--- src/hdl/pwm_limit_pkg.sv ---
// Package with register map, field layout and limit codes of the limiter
package pwm_limit_pkg;

  //////////////////////////////////////////////////////////////////////////
  // Register map
  localparam logic [7:0] CFG_ADDR    = 8'h2e; // Modulation limit config
  localparam logic [7:0] STATUS_ADDR = 8'h40; // Limiter status, read only
  localparam logic [7:0] CFG_RESET   = 8'h00;
  localparam logic [7:0] ZERO_BYTE   = 8'h00;

  //////////////////////////////////////////////////////////////////////////
  // Field positions of the config register
  localparam int FULL_BRIDGE_BIT = 7;
  localparam int HIGH_MSB        = 6;
  localparam int HIGH_LSB        = 4;
  localparam int RESERVED_BIT    = 3;
  localparam int SKIP_EN_BIT     = 2;
  localparam int LOW_MSB         = 1;
  localparam int LOW_LSB         = 0;

  // Writable bits; the reserved bit is masked off
  localparam logic [7:0] CFG_WMASK = 8'hf7;

  //////////////////////////////////////////////////////////////////////////
  // Status register bit positions
  localparam int ST_SKIP_BIT  = 0;
  localparam int ST_HIGH_BIT  = 1;
  localparam int ST_LOW_BIT   = 2;
  localparam int ST_FB_BIT    = 3;

  //////////////////////////////////////////////////////////////////////////
  // Duty is in 1/256 of the switching period; nominal is half a period
  localparam int          DUTY_W  = 9;
  localparam logic [8:0]  NOMINAL = 9'h080;
  localparam logic [8:0]  NO_DUTY = 9'h000;

  typedef logic [8:0] duty_t;
  typedef logic [7:0] offset_t;

  // Upper offsets, normal column: 12.5 .. 50 % of period
  localparam logic [7:0] HI_0 = 8'h20; // 12.5 %
  localparam logic [7:0] HI_1 = 8'h40; // 25 %
  localparam logic [7:0] HI_2 = 8'h50; // 31.25 %
  localparam logic [7:0] HI_3 = 8'h60; // 37.5 %
  localparam logic [7:0] HI_4 = 8'h70; // 43.75 %
  localparam logic [7:0] HI_5 = 8'h78; // 46.88 %
  localparam logic [7:0] HI_6 = 8'h7c; // 48.44 %
  localparam logic [7:0] HI_7 = 8'h80; // 50 %

  // Lower offsets, normal column: 50 .. 43.75 % of period
  localparam logic [7:0] LO_0 = 8'h80; // 50 %
  localparam logic [7:0] LO_1 = 8'h7c; // 48.44 %
  localparam logic [7:0] LO_2 = 8'h78; // 46.88 %
  localparam logic [7:0] LO_3 = 8'h70; // 43.75 %

endpackage : pwm_limit_pkg

--- src/hdl/pwm_limit_decode.sv ---
// Decoder from limit codes to absolute duty limits
`timescale 1ns/1ps

module pwm_limit_decode (
  // Limit codes
  input  wire logic [2:0]                 high_code,
  input  wire logic [1:0]                 low_code,
  input  wire logic                       full_bridge,
  // Absolute duty limits
  output      pwm_limit_pkg::duty_t       high_duty,
  output      pwm_limit_pkg::duty_t       low_duty
);

  pwm_limit_pkg::offset_t hi_off;
  pwm_limit_pkg::offset_t lo_off;
  pwm_limit_pkg::offset_t hi_sel;
  pwm_limit_pkg::offset_t lo_sel;

  // Normal column of offsets from nominal
  always_comb begin
    case (high_code)
      3'h0:    hi_off = pwm_limit_pkg::HI_0;
      3'h1:    hi_off = pwm_limit_pkg::HI_1;
      3'h2:    hi_off = pwm_limit_pkg::HI_2;
      3'h3:    hi_off = pwm_limit_pkg::HI_3;
      3'h4:    hi_off = pwm_limit_pkg::HI_4;
      3'h5:    hi_off = pwm_limit_pkg::HI_5;
      3'h6:    hi_off = pwm_limit_pkg::HI_6;
      default: hi_off = pwm_limit_pkg::HI_7;
    endcase
    case (low_code)
      2'h0:    lo_off = pwm_limit_pkg::LO_0;
      2'h1:    lo_off = pwm_limit_pkg::LO_1;
      2'h2:    lo_off = pwm_limit_pkg::LO_2;
      default: lo_off = pwm_limit_pkg::LO_3;
    endcase
  end

  // Full-bridge column is exactly half; all table entries are even
  always_comb begin
    hi_sel = full_bridge ? {1'b0, hi_off[7:1]} : hi_off;
    lo_sel = full_bridge ? {1'b0, lo_off[7:1]} : lo_off;
  end

  // Offsets never pass nominal, so neither sum wraps
  assign high_duty = pwm_limit_pkg::NOMINAL + {1'b0, hi_sel};
  assign low_duty  = pwm_limit_pkg::NOMINAL - {1'b0, lo_sel};

endmodule : pwm_limit_decode

--- src/hdl/pwm_mod_limiter.sv ---
// Modulation limiter between the loop filter and the PWM edge generator
`timescale 1ns/1ps

module pwm_mod_limiter (
  // Clock and reset
  input  wire logic                 REF_CLK,
  input  wire logic                 RESET,
  // Register port
  input  wire logic [7:0]           REG_ADDR,
  input  wire logic [7:0]           REG_WDATA,
  input  wire logic                 REG_WR,
  input  wire logic                 REG_RD,
  output      logic [7:0]           REG_RDATA,
  // Duty demand from the loop filter
  input  wire pwm_limit_pkg::duty_t DEMAND,
  input  wire logic                 DEMAND_VALID,
  // Limited duty to the PWM edge generator
  output      pwm_limit_pkg::duty_t DUTY_A,
  output      pwm_limit_pkg::duty_t DUTY_B,
  output      logic                 DUTY_VALID,
  output      logic                 PULSE_SKIP,
  output      logic                 CLAMP_HIGH,
  output      logic                 CLAMP_LOW
);

  ////////////////////////////////////////////////////////////////////////////
  // Declarations

  // Configuration and its fields
  logic [7:0]           cfg_q;
  logic [7:0]           cfg_d;
  logic                 cfg_write;
  logic                 full_bridge;
  logic                 skip_en;
  logic [2:0]           high_code;
  logic [1:0]           low_code;

  // Absolute limits and the decision against them
  pwm_limit_pkg::duty_t high_duty;
  pwm_limit_pkg::duty_t low_duty;
  pwm_limit_pkg::duty_t limited;
  logic                 over_high;
  logic                 under_low;
  logic                 skip_now;

  // Legs that carry the result
  logic [1:0]           leg_on;
  pwm_limit_pkg::duty_t leg_q [2];

  // Outcome flags of the last demand
  logic                 skip_q;
  logic                 skip_d;
  logic                 clamp_hi_q;
  logic                 clamp_hi_d;
  logic                 clamp_lo_q;
  logic                 clamp_lo_d;
  logic                 fb_used_q;
  logic                 fb_used_d;
  logic                 valid_q;

  // Register read
  logic [7:0]           rdata_q;
  logic [7:0]           rdata_d;
  logic [7:0]           status_word;

  ////////////////////////////////////////////////////////////////////////////
  // Configuration register

  // Write decode; writes to any other address are ignored
  always_comb begin
    cfg_write = REG_WR && (REG_ADDR == pwm_limit_pkg::CFG_ADDR);
  end

  // Reserved bit is masked on write so it always reads back as zero
  always_comb begin
    cfg_d = cfg_q;
    if (cfg_write) begin
      cfg_d = REG_WDATA & pwm_limit_pkg::CFG_WMASK;
    end
  end

  // Config register holds its reset value until software writes it
  always_ff @(posedge REF_CLK) begin
    if (RESET) begin
      cfg_q <= pwm_limit_pkg::CFG_RESET;
    end else begin
      cfg_q <= cfg_d;
    end
  end

  // Full-bridge bit picks the halved column and the second leg
  always_comb begin
    full_bridge = cfg_q[pwm_limit_pkg::FULL_BRIDGE_BIT];
  end

  // Pulse-skip enable
  always_comb begin
    skip_en = cfg_q[pwm_limit_pkg::SKIP_EN_BIT];
  end

  // Upper limit code
  always_comb begin
    high_code = cfg_q[pwm_limit_pkg::HIGH_MSB:pwm_limit_pkg::HIGH_LSB];
  end

  // Lower limit code
  always_comb begin
    low_code = cfg_q[pwm_limit_pkg::LOW_MSB:pwm_limit_pkg::LOW_LSB];
  end

  ////////////////////////////////////////////////////////////////////////////
  // Limit decode

  // Limits follow the register at once; a new code applies to the next
  // demand and never cuts a result already handed out
  pwm_limit_decode u_decode (
    .high_code   (high_code),
    .low_code    (low_code),
    .full_bridge (full_bridge),
    .high_duty   (high_duty),
    .low_duty    (low_duty)
  );

  ////////////////////////////////////////////////////////////////////////////
  // Clamp and skip decision

  // Demand above the upper limit is capped
  always_comb begin
    over_high = DEMAND > high_duty;
  end

  // Demand below the lower limit is clamped or skipped; equal passes
  always_comb begin
    under_low = DEMAND < low_duty;
  end

  // Skipping wins over clamping; a narrow pulse would be worse than none
  always_comb begin
    skip_now = skip_en && under_low;
  end

  // Limited duty; the two limits never cross, so at most one applies
  always_comb begin
    if (over_high) begin
      limited = high_duty;
    end else if (under_low) begin
      limited = low_duty;
    end else begin
      limited = DEMAND;
    end
  end

  ////////////////////////////////////////////////////////////////////////////
  // Output steering

  // Leg A always carries the result; leg B only in full bridge, where both
  // legs get the same width so the volt-seconds are shared evenly
  always_comb begin
    leg_on[0] = 1'b1;
    leg_on[1] = full_bridge;
  end

  // One copy per leg; a skipped pulse clears both legs alike
  for (genvar leg = 0; leg < 2; leg++) begin : g_leg
    pwm_limit_pkg::duty_t leg_d;

    // Next duty of this leg, held between demands
    always_comb begin
      leg_d = leg_q[leg];
      if (DEMAND_VALID) begin
        if (skip_now || !leg_on[leg]) begin
          leg_d = pwm_limit_pkg::NO_DUTY;
        end else begin
          leg_d = limited;
        end
      end
    end

    // Leg duty register, cleared by reset
    always_ff @(posedge REF_CLK) begin
      if (RESET) begin
        leg_q[leg] <= pwm_limit_pkg::NO_DUTY;
      end else begin
        leg_q[leg] <= leg_d;
      end
    end
  end

  // Outcome flags change only when a demand is taken
  always_comb begin
    skip_d     = skip_q;
    clamp_hi_d = clamp_hi_q;
    clamp_lo_d = clamp_lo_q;
    fb_used_d  = fb_used_q;
    if (DEMAND_VALID) begin
      skip_d     = skip_now;
      clamp_hi_d = over_high;
      clamp_lo_d = under_low && !skip_now;
      fb_used_d  = full_bridge;
    end
  end

  // Skip flag: the last demand left both legs idle
  always_ff @(posedge REF_CLK) begin
    if (RESET) begin
      skip_q <= 1'b0;
    end else begin
      skip_q <= skip_d;
    end
  end

  // Upper clamp flag
  always_ff @(posedge REF_CLK) begin
    if (RESET) begin
      clamp_hi_q <= 1'b0;
    end else begin
      clamp_hi_q <= clamp_hi_d;
    end
  end

  // Lower clamp flag; never set together with the skip flag
  always_ff @(posedge REF_CLK) begin
    if (RESET) begin
      clamp_lo_q <= 1'b0;
    end else begin
      clamp_lo_q <= clamp_lo_d;
    end
  end

  // Column in use when the last demand was taken
  always_ff @(posedge REF_CLK) begin
    if (RESET) begin
      fb_used_q <= 1'b0;
    end else begin
      fb_used_q <= fb_used_d;
    end
  end

  // Valid strobe marks the cycle after each demand
  always_ff @(posedge REF_CLK) begin
    if (RESET) begin
      valid_q <= 1'b0;
    end else begin
      valid_q <= DEMAND_VALID;
    end
  end

  ////////////////////////////////////////////////////////////////////////////
  // Register read

  // Status word packs the flags of the last result
  always_comb begin
    status_word = pwm_limit_pkg::ZERO_BYTE;
    status_word[pwm_limit_pkg::ST_SKIP_BIT] = skip_q;
    status_word[pwm_limit_pkg::ST_HIGH_BIT] = clamp_hi_q;
    status_word[pwm_limit_pkg::ST_LOW_BIT]  = clamp_lo_q;
    status_word[pwm_limit_pkg::ST_FB_BIT]   = fb_used_q;
  end

  // Read data stand for one cycle only; unmapped reads give zero
  always_comb begin
    rdata_d = pwm_limit_pkg::ZERO_BYTE;
    if (REG_RD) begin
      case (REG_ADDR)
        pwm_limit_pkg::CFG_ADDR:    rdata_d = cfg_q;
        pwm_limit_pkg::STATUS_ADDR: rdata_d = status_word;
        default:                    rdata_d = pwm_limit_pkg::ZERO_BYTE;
      endcase
    end
  end

  // Read data register
  always_ff @(posedge REF_CLK) begin
    if (RESET) begin
      rdata_q <= pwm_limit_pkg::ZERO_BYTE;
    end else begin
      rdata_q <= rdata_d;
    end
  end

  ////////////////////////////////////////////////////////////////////////////
  // Outputs, all straight from flip-flops

  // Read data
  assign REG_RDATA  = rdata_q;

  // Leg duties from the per-leg registers
  assign DUTY_A     = leg_q[0];
  assign DUTY_B     = leg_q[1];

  // Strobe and outcome flags
  assign DUTY_VALID = valid_q;
  assign PULSE_SKIP = skip_q;
  assign CLAMP_HIGH = clamp_hi_q;
  assign CLAMP_LOW  = clamp_lo_q;

endmodule : pwm_mod_limiter

--- config.mk ---
export PLATFORM = sky130hd
export DESIGN_NAME = pwm_mod_limiter
export DESIGN_NICKNAME = d
export VERILOG_FILES = /design/src/hdl/pwm_limit_pkg.sv /design/src/hdl/pwm_limit_decode.sv /design/src/hdl/pwm_mod_limiter.sv
export SDC_FILE = /design/constraint.sdc
export NUM_CORES = 1
export LEC_CHECK = 0
export BUFFER_PORTS_ARGS = -buffer_cell sky130_fd_sc_hd__buf_2
export CAP_MARGIN = 20
export CORE_MARGIN = 3
export CORE_UTILIZATION = 57
export CTS_CLUSTER_DIAMETER = 100
export DETAILED_ROUTE_END_ITERATION = 16
export PLACE_DENSITY = 0.85
export SYNTH_ARGS = -nofsm -noshare
export SYNTH_HDL_FRONTEND = slang
export SYNTH_SLANG_ARGS = --single-unit
--- constraint.sdc ---
create_clock -name REF_CLK -period 5.45 [get_ports REF_CLK]
set_input_delay 0.2725 -clock REF_CLK [delete_from_list [all_inputs] [get_ports REF_CLK]]
set_output_delay 0.2725 -clock REF_CLK [all_outputs]
set_load 0.03 [all_outputs]
Word level (Yosys, flattened, before mapping)

Memories as Yosys holds them, arrays and structs flattened.
Cells that the tools add are included.

Add/sub/neg operators: 2
$lt $le $gt $ge: 2
Equal/unequal tests: 10
Muxes and demuxes: 16
Bitwise operators: 3
Reductions and logical operators: 9

Operators with widths:

| cell                                             | number |
|---|---|
| two-way mux 9 bit                                | 8 |
| one-hot mux 8 bit (7 select lines)               | 1 |
| one-hot mux 8 bit (3 select lines)               | 1 |
| two-way mux 8 bit                                | 2 |
| one-hot mux 8 bit (2 select lines)               | 1 |
| adder 8 x 8 -> 9 bit (first input constant)      | 1 |
| == test 3 bit (second input constant)            | 3 |
| greater-than comparator 9 bit                    | 1 |
| less-than comparator 9 bit                       | 1 |
| subtractor 8 x 8 -> 9 bit (first input constant) | 1 |
| == test 8 x 6 -> 1 bit (second input constant)   | 1 |
| == test 8 x 7 -> 1 bit (second input constant)   | 1 |
| == test 3 x 2 -> 1 bit (second input constant)   | 2 |
| == test 3 x 1 -> 1 bit (second input constant)   | 1 |
| logical AND 1 bit                                | 3 |
| zero test 3 bit                                  | 1 |
| two-way mux 1 bit                                | 3 |
| == test 2 x 1 -> 1 bit (second input constant)   | 1 |
| == test 2 bit (second input constant)            | 1 |
| zero test 1 bit                                  | 2 |
| zero test 2 bit                                  | 1 |
| OR 1 bit                                         | 2 |
| OR reduction 2 bit                               | 1 |
| logical OR 1 bit                                 | 1 |
| inverter 1 bit                                   | 1 |

Bits in registers: 20
Memory bits (writable): 18
Input port bits: 30
Output and inout bits: 30
Word-level logic and storage cells: 50
Memories kept: 1

Memory list:

| name  | words | bits a word | read ports | clocked after Yosys merged registers in | write ports | line                  | text |
|---|---|---|---|---|---|---|---|
| leg_q | 2     | 9           | 2          | 0                                       | 2           | pwm_mod_limiter.sv:48 | `pwm_limit_pkg::duty_t leg_q [2];` |

Longest topological paths before layout

Depth in word-level cells: 10
Depth in mapped cells: 13
Depth with buffers taken out: 13

Modules after synthesis

Synthesis repeated with hierarchy kept, for this count alone.

Cells, all modules: 284
Area total of the unflattened synthesis: 2357.3 um^2

By module, submodules not included:

| module           | instances | cells each | area each (um^2) | seq. area each (um^2) |
|---|---|---|---|---|
| pwm_mod_limiter  | 1         | 232        | 1999.4           | 760.7 |
| pwm_limit_decode | 1         | 52         | 357.8            | 0.0 |

Worst setup path before layout

OpenSTA, ideal clock, no wires.

Path type: reg2reg
Start: register cfg_q[4]
End: memory leg_q[0][8] in the netlist's numbering
Setup time: 0.136 ns
Data arrival time: 2.589 ns
Required time: 5.314 ns
Setup slack: 2.725 ns
Stages on the path, launching flop included: 14
Buffers on the path: 1
Clock period less this slack: 2.725 ns
Path through: dfxtp_1 > buf_2 > inv_1 > or3_1 > inv_1 > a21oi_1 > o21ai_1 > ha_1 > a211oi_2 > nor2_2 > and4bb_4 > nor3_4 > a311oi_2 > o32ai_1

RTL lines:

| element                  | line                  | text |
|---|---|---|
| start: declaration       | pwm_mod_limiter.sv:30 | `logic [7:0] cfg_q;` |
| start signal: assignment | pwm_mod_limiter.sv:85 | `cfg_q <= pwm_limit_pkg::CFG_RESET;` |
| start signal: assignment | pwm_mod_limiter.sv:87 | `cfg_q <= cfg_d;` |
| end: declaration         | pwm_mod_limiter.sv:48 |  |

==> out/results.txt <==
Multiplexer share of the synthesized area -> 0.01327
Vias -> 2117
Crit path DAT -> 3.43 ns
Worst setup SP type -> flip-flop
Most used cell, CP -> inv_1
Area growth from synthesis to layout -> 18.85%
Met2 GRT Util -> 0.3994
Worst hold stages -> 3
Seq pwr share -> 0.430
Max Fclk -> 303.7 MHz
Combinational Power Share -> 0.150
CP top delay family -> compound AO/OA/AOI/OAI gates
Worst setup path class -> reg -> reg
Area occupied by multi-input gates -> 1385 um^2
Busiest grt layer -> met2
Max-slew violations -> 0
Boundary pin count -> 60
Post-synth EDFFs -> 0
Final period util -> 0.6041
Placer Congestion -> 0.9387
PortBufs -> 58
Layout Skew -> 0.004970 ns
Synth Area in Simple Gates -> 0.2322
Post-CTS Resized -> 0
Die Span Y -> 69.02 um
Register area -> 760.7 um^2
Met1 usage -> 0.3036
Period minus WS final -> 3.292 ns
Critical path endpoint category -> flip-flop
Synthesized flop and latch total -> 38
M3 GR Usage -> 0.04082
Post-route ant nets -> 0
RSZ-0062 raised after global routing -> no
DIE AREA -> 4763 um^2
Cell count after synthesis -> 257
Cell row count -> 22
Critical path cell sequence -> inv_1 > or3_1 > inv_1 > a21oi_1 > o21ai_1 > ha_1 > a211oi_2 > nor2_2 > o31ai_4 > nor3_4 > a311oi_1 > o32ai_1
Relative slew slack -> 0.5381
Mapped Area -> 2263 um^2
Core area -> 3744 um^2
Synth cell types -> 51
Largest net degree at the start of global routing -> 34
Worst min path class -> in -> reg
CTS tree -> yes
Clk_lat worst skew -> 0.28 ns
Setup bufs post-CTS -> 0
WL/cell -> 14.94 um
Tot GR Track Use -> 0.2337
Iter 0 DRT Violations -> 151
Layout fillers -> 296
Cell count of the worst reg-to-reg path -> 12
Compound-Gate Fraction of Synth Area -> 0.2593
CP Data Required Time -> 5.59 ns
Fin cells -> 356
Ys Warns -> 0
Placed Instances -> 348
CP Buf/Inv Count -> 2
Net Sw Frac -> 0.2447
Pre-antenna DRT Iters -> 4
Syn avg cell area -> 8.807 um^2
Grt ovf -> 0
Syn_nets -> 305
Fin. Hold Viols -> 0
Peak fanout along the critical path -> 10
Synth Area in Adders -> 0.09950
Status -> complete, no violations
Number of global-route vias before repair -> 1976
Ratio of cells with drive above 1 in the final layout -> 0.2727
# setup viols final -> 0
Synth Area in XOR/XNOR -> 0.007739
Dpl hpwl -> 4103 um
Slowest Stage Delay on Critical Path -> 0.53 ns
Internal -> 504.6 uW
Leading cell types in the layout, fill and taps excluded -> buf_2, dfxtp_1, nand2b_1
Combinational family with the most area after synthesis -> compound AO/OA/AOI/OAI gates
Vias per inst -> 5.947
Maxcap violations -> 0
Chip Width -> 69.02 um
Clock sink count -> 38
Setup TNS -> 0 ns
Register area share after synthesis -> 0.3361
H-tree depth -> 2
Routed WL -> 5317 um
Top_reg_cell synth -> dfxtp_1
Root Driver -> clkbuf_8
Net Sw Power -> 163.5 uW
Register clock-pin slew on the reported worst setup and hold paths -> 0.08 ns
Antenna cells -> 0
Async SR Flop Fraction -> 0
Power share of the clock group -> 0.421
Leak Pwr -> 1.115 nW
Final nets -> 355
Slowest-stage cell, CP -> dfxtp_1
Commonest non-fill, non-tap cell in the layout -> buf_2
DRC -> 0
CTS buffer count -> 5
First-pass GRT wire length -> 9356 um
Worst-Margin Slew -> 0.6878 ns
WHS -> 0.2390 ns
Hold-fix buffers, CTS -> 0
Max clock buf depth -> 2
Worst vdd ir -> 0.0001661 V
Initial antenna violation count -> 0
Power density over cell area -> 248.4 nW/um^2
Starting Density -> 0.6046
Stages on the worst setup path -> 12
final cells by class:
class / count / area share
Clock inverter: 3 / 0.02558
Tap cell: 48 / 0.02233
Multi-Input combinational cell: 189 / 0.5149
Clock buffer: 5 / 0.02558
Inverter: 15 / 0.02093
Timing Repair Buffer: 58 / 0.1079
Sequential cell: 38 / 0.2828
Yosys cell counts, drive strengths merged, types with 2 or more instances:
cell type	instances	area (um^2)
a211oi	3	27.52
nand2b	21	131.4
nand3	10	50.05
o211ai	4	30.03
o2bb2ai	5	43.79
o21ai	11	66.32
nand2	20	75.07
ha	18	225.2
inv	15	56.30
mux2i	3	30.03
nor3	3	26.28
o31ai	2	28.78
o22ai	5	51.30
nor4	2	27.53
clkbuf	9	33.78
xnor2	2	17.52
a311oi	3	32.53
nor2	17	68.81
nor2b	4	25.02
or3	2	12.51
a21oi	15	75.07
and3	5	31.28
dfxtp	38	760.7
buf	6	27.53
a41oi	2	17.52
or2	3	21.27
o32ai	16	147.7
a22oi	3	22.52
per-stage QoR:
step           total power [mW]  area (um^2)  utilization  worst slack (ns)
2_1_floorplan            0.3604         2263            -             2.725
3_3_place_gp             0.3893         2552       0.6818             2.285
3_5_place_dp             0.3919         2552       0.6818             2.183
4_1_cts                  0.6705         2690       0.7186             2.163
5_1_grt                  0.6931         2690       0.7186             1.835
6_report                 0.6681         2690       0.7186             2.158
sequential cells by signal, summed over array words and instances (netlist names):
signal / cells
leg_q: 18
REG_RDATA: 8
cfg_q: 7
CLAMP_HIGH: 1
CLAMP_LOW: 1
DUTY_VALID: 1
PULSE_SKIP: 1
fb_used_q: 1
power groups by stage:
stage                     logic [mW]  registers [mW]  clock network, mW
after global placement        0.0961           0.293                  0
after CTS                     0.0993           0.287              0.284
final                         0.0999           0.287              0.281
after detailed placement      0.0983           0.294                  0
after floorplan               0.0548           0.306                  0
after global routing           0.109           0.288              0.296
worst register-to-register path, cell delays in order (launching register included):
cell,delay [ns]
dfxtp_1,0.53
inv_1,0.12
or3_1,0.45
inv_1,0.15
a21oi_1,0.05
o21ai_1,0.17
ha_1,0.30
a211oi_2,0.24
nor2_2,0.09
o31ai_4,0.44
nor3_4,0.11
a311oi_1,0.36
o32ai_1,0.15
metal layers:
metal	wire, um	vias to the layer above
met2	2659	61
li1	-	1046
met4	67	0
met1	2298	1003
met3	291	7
met5	0	-
logic make-up after synthesis:
logic type               after synthesis
multiplexers                           3
buffers and inverters                 30
adder cells (fa/ha/maj)               18
AND/OR/NAND/NOR                       92
XOR/XNOR                               2
flip-flops                            38
AO/OA/AOI/OAI                         74
worst paths after layout:
kind / from / to / slack [ns]
hold reg to reg: fb_used_q$_SDFFE_PP0P_ / fb_used_q$_SDFFE_PP0P_ / 0.48
setup / recovery: cfg_q[4]$_SDFFE_PP0P_ / leg_q[1][5]$_SDFFE_PP0P_ / 2.16
setup reg to reg: cfg_q[4]$_SDFFE_PP0P_ / leg_q[1][5]$_SDFFE_PP0P_ / 2.16
hold / removal: REG_WDATA[4] / cfg_q[4]$_SDFFE_PP0P_ / 0.24
(Power assumes the default switching activity.)
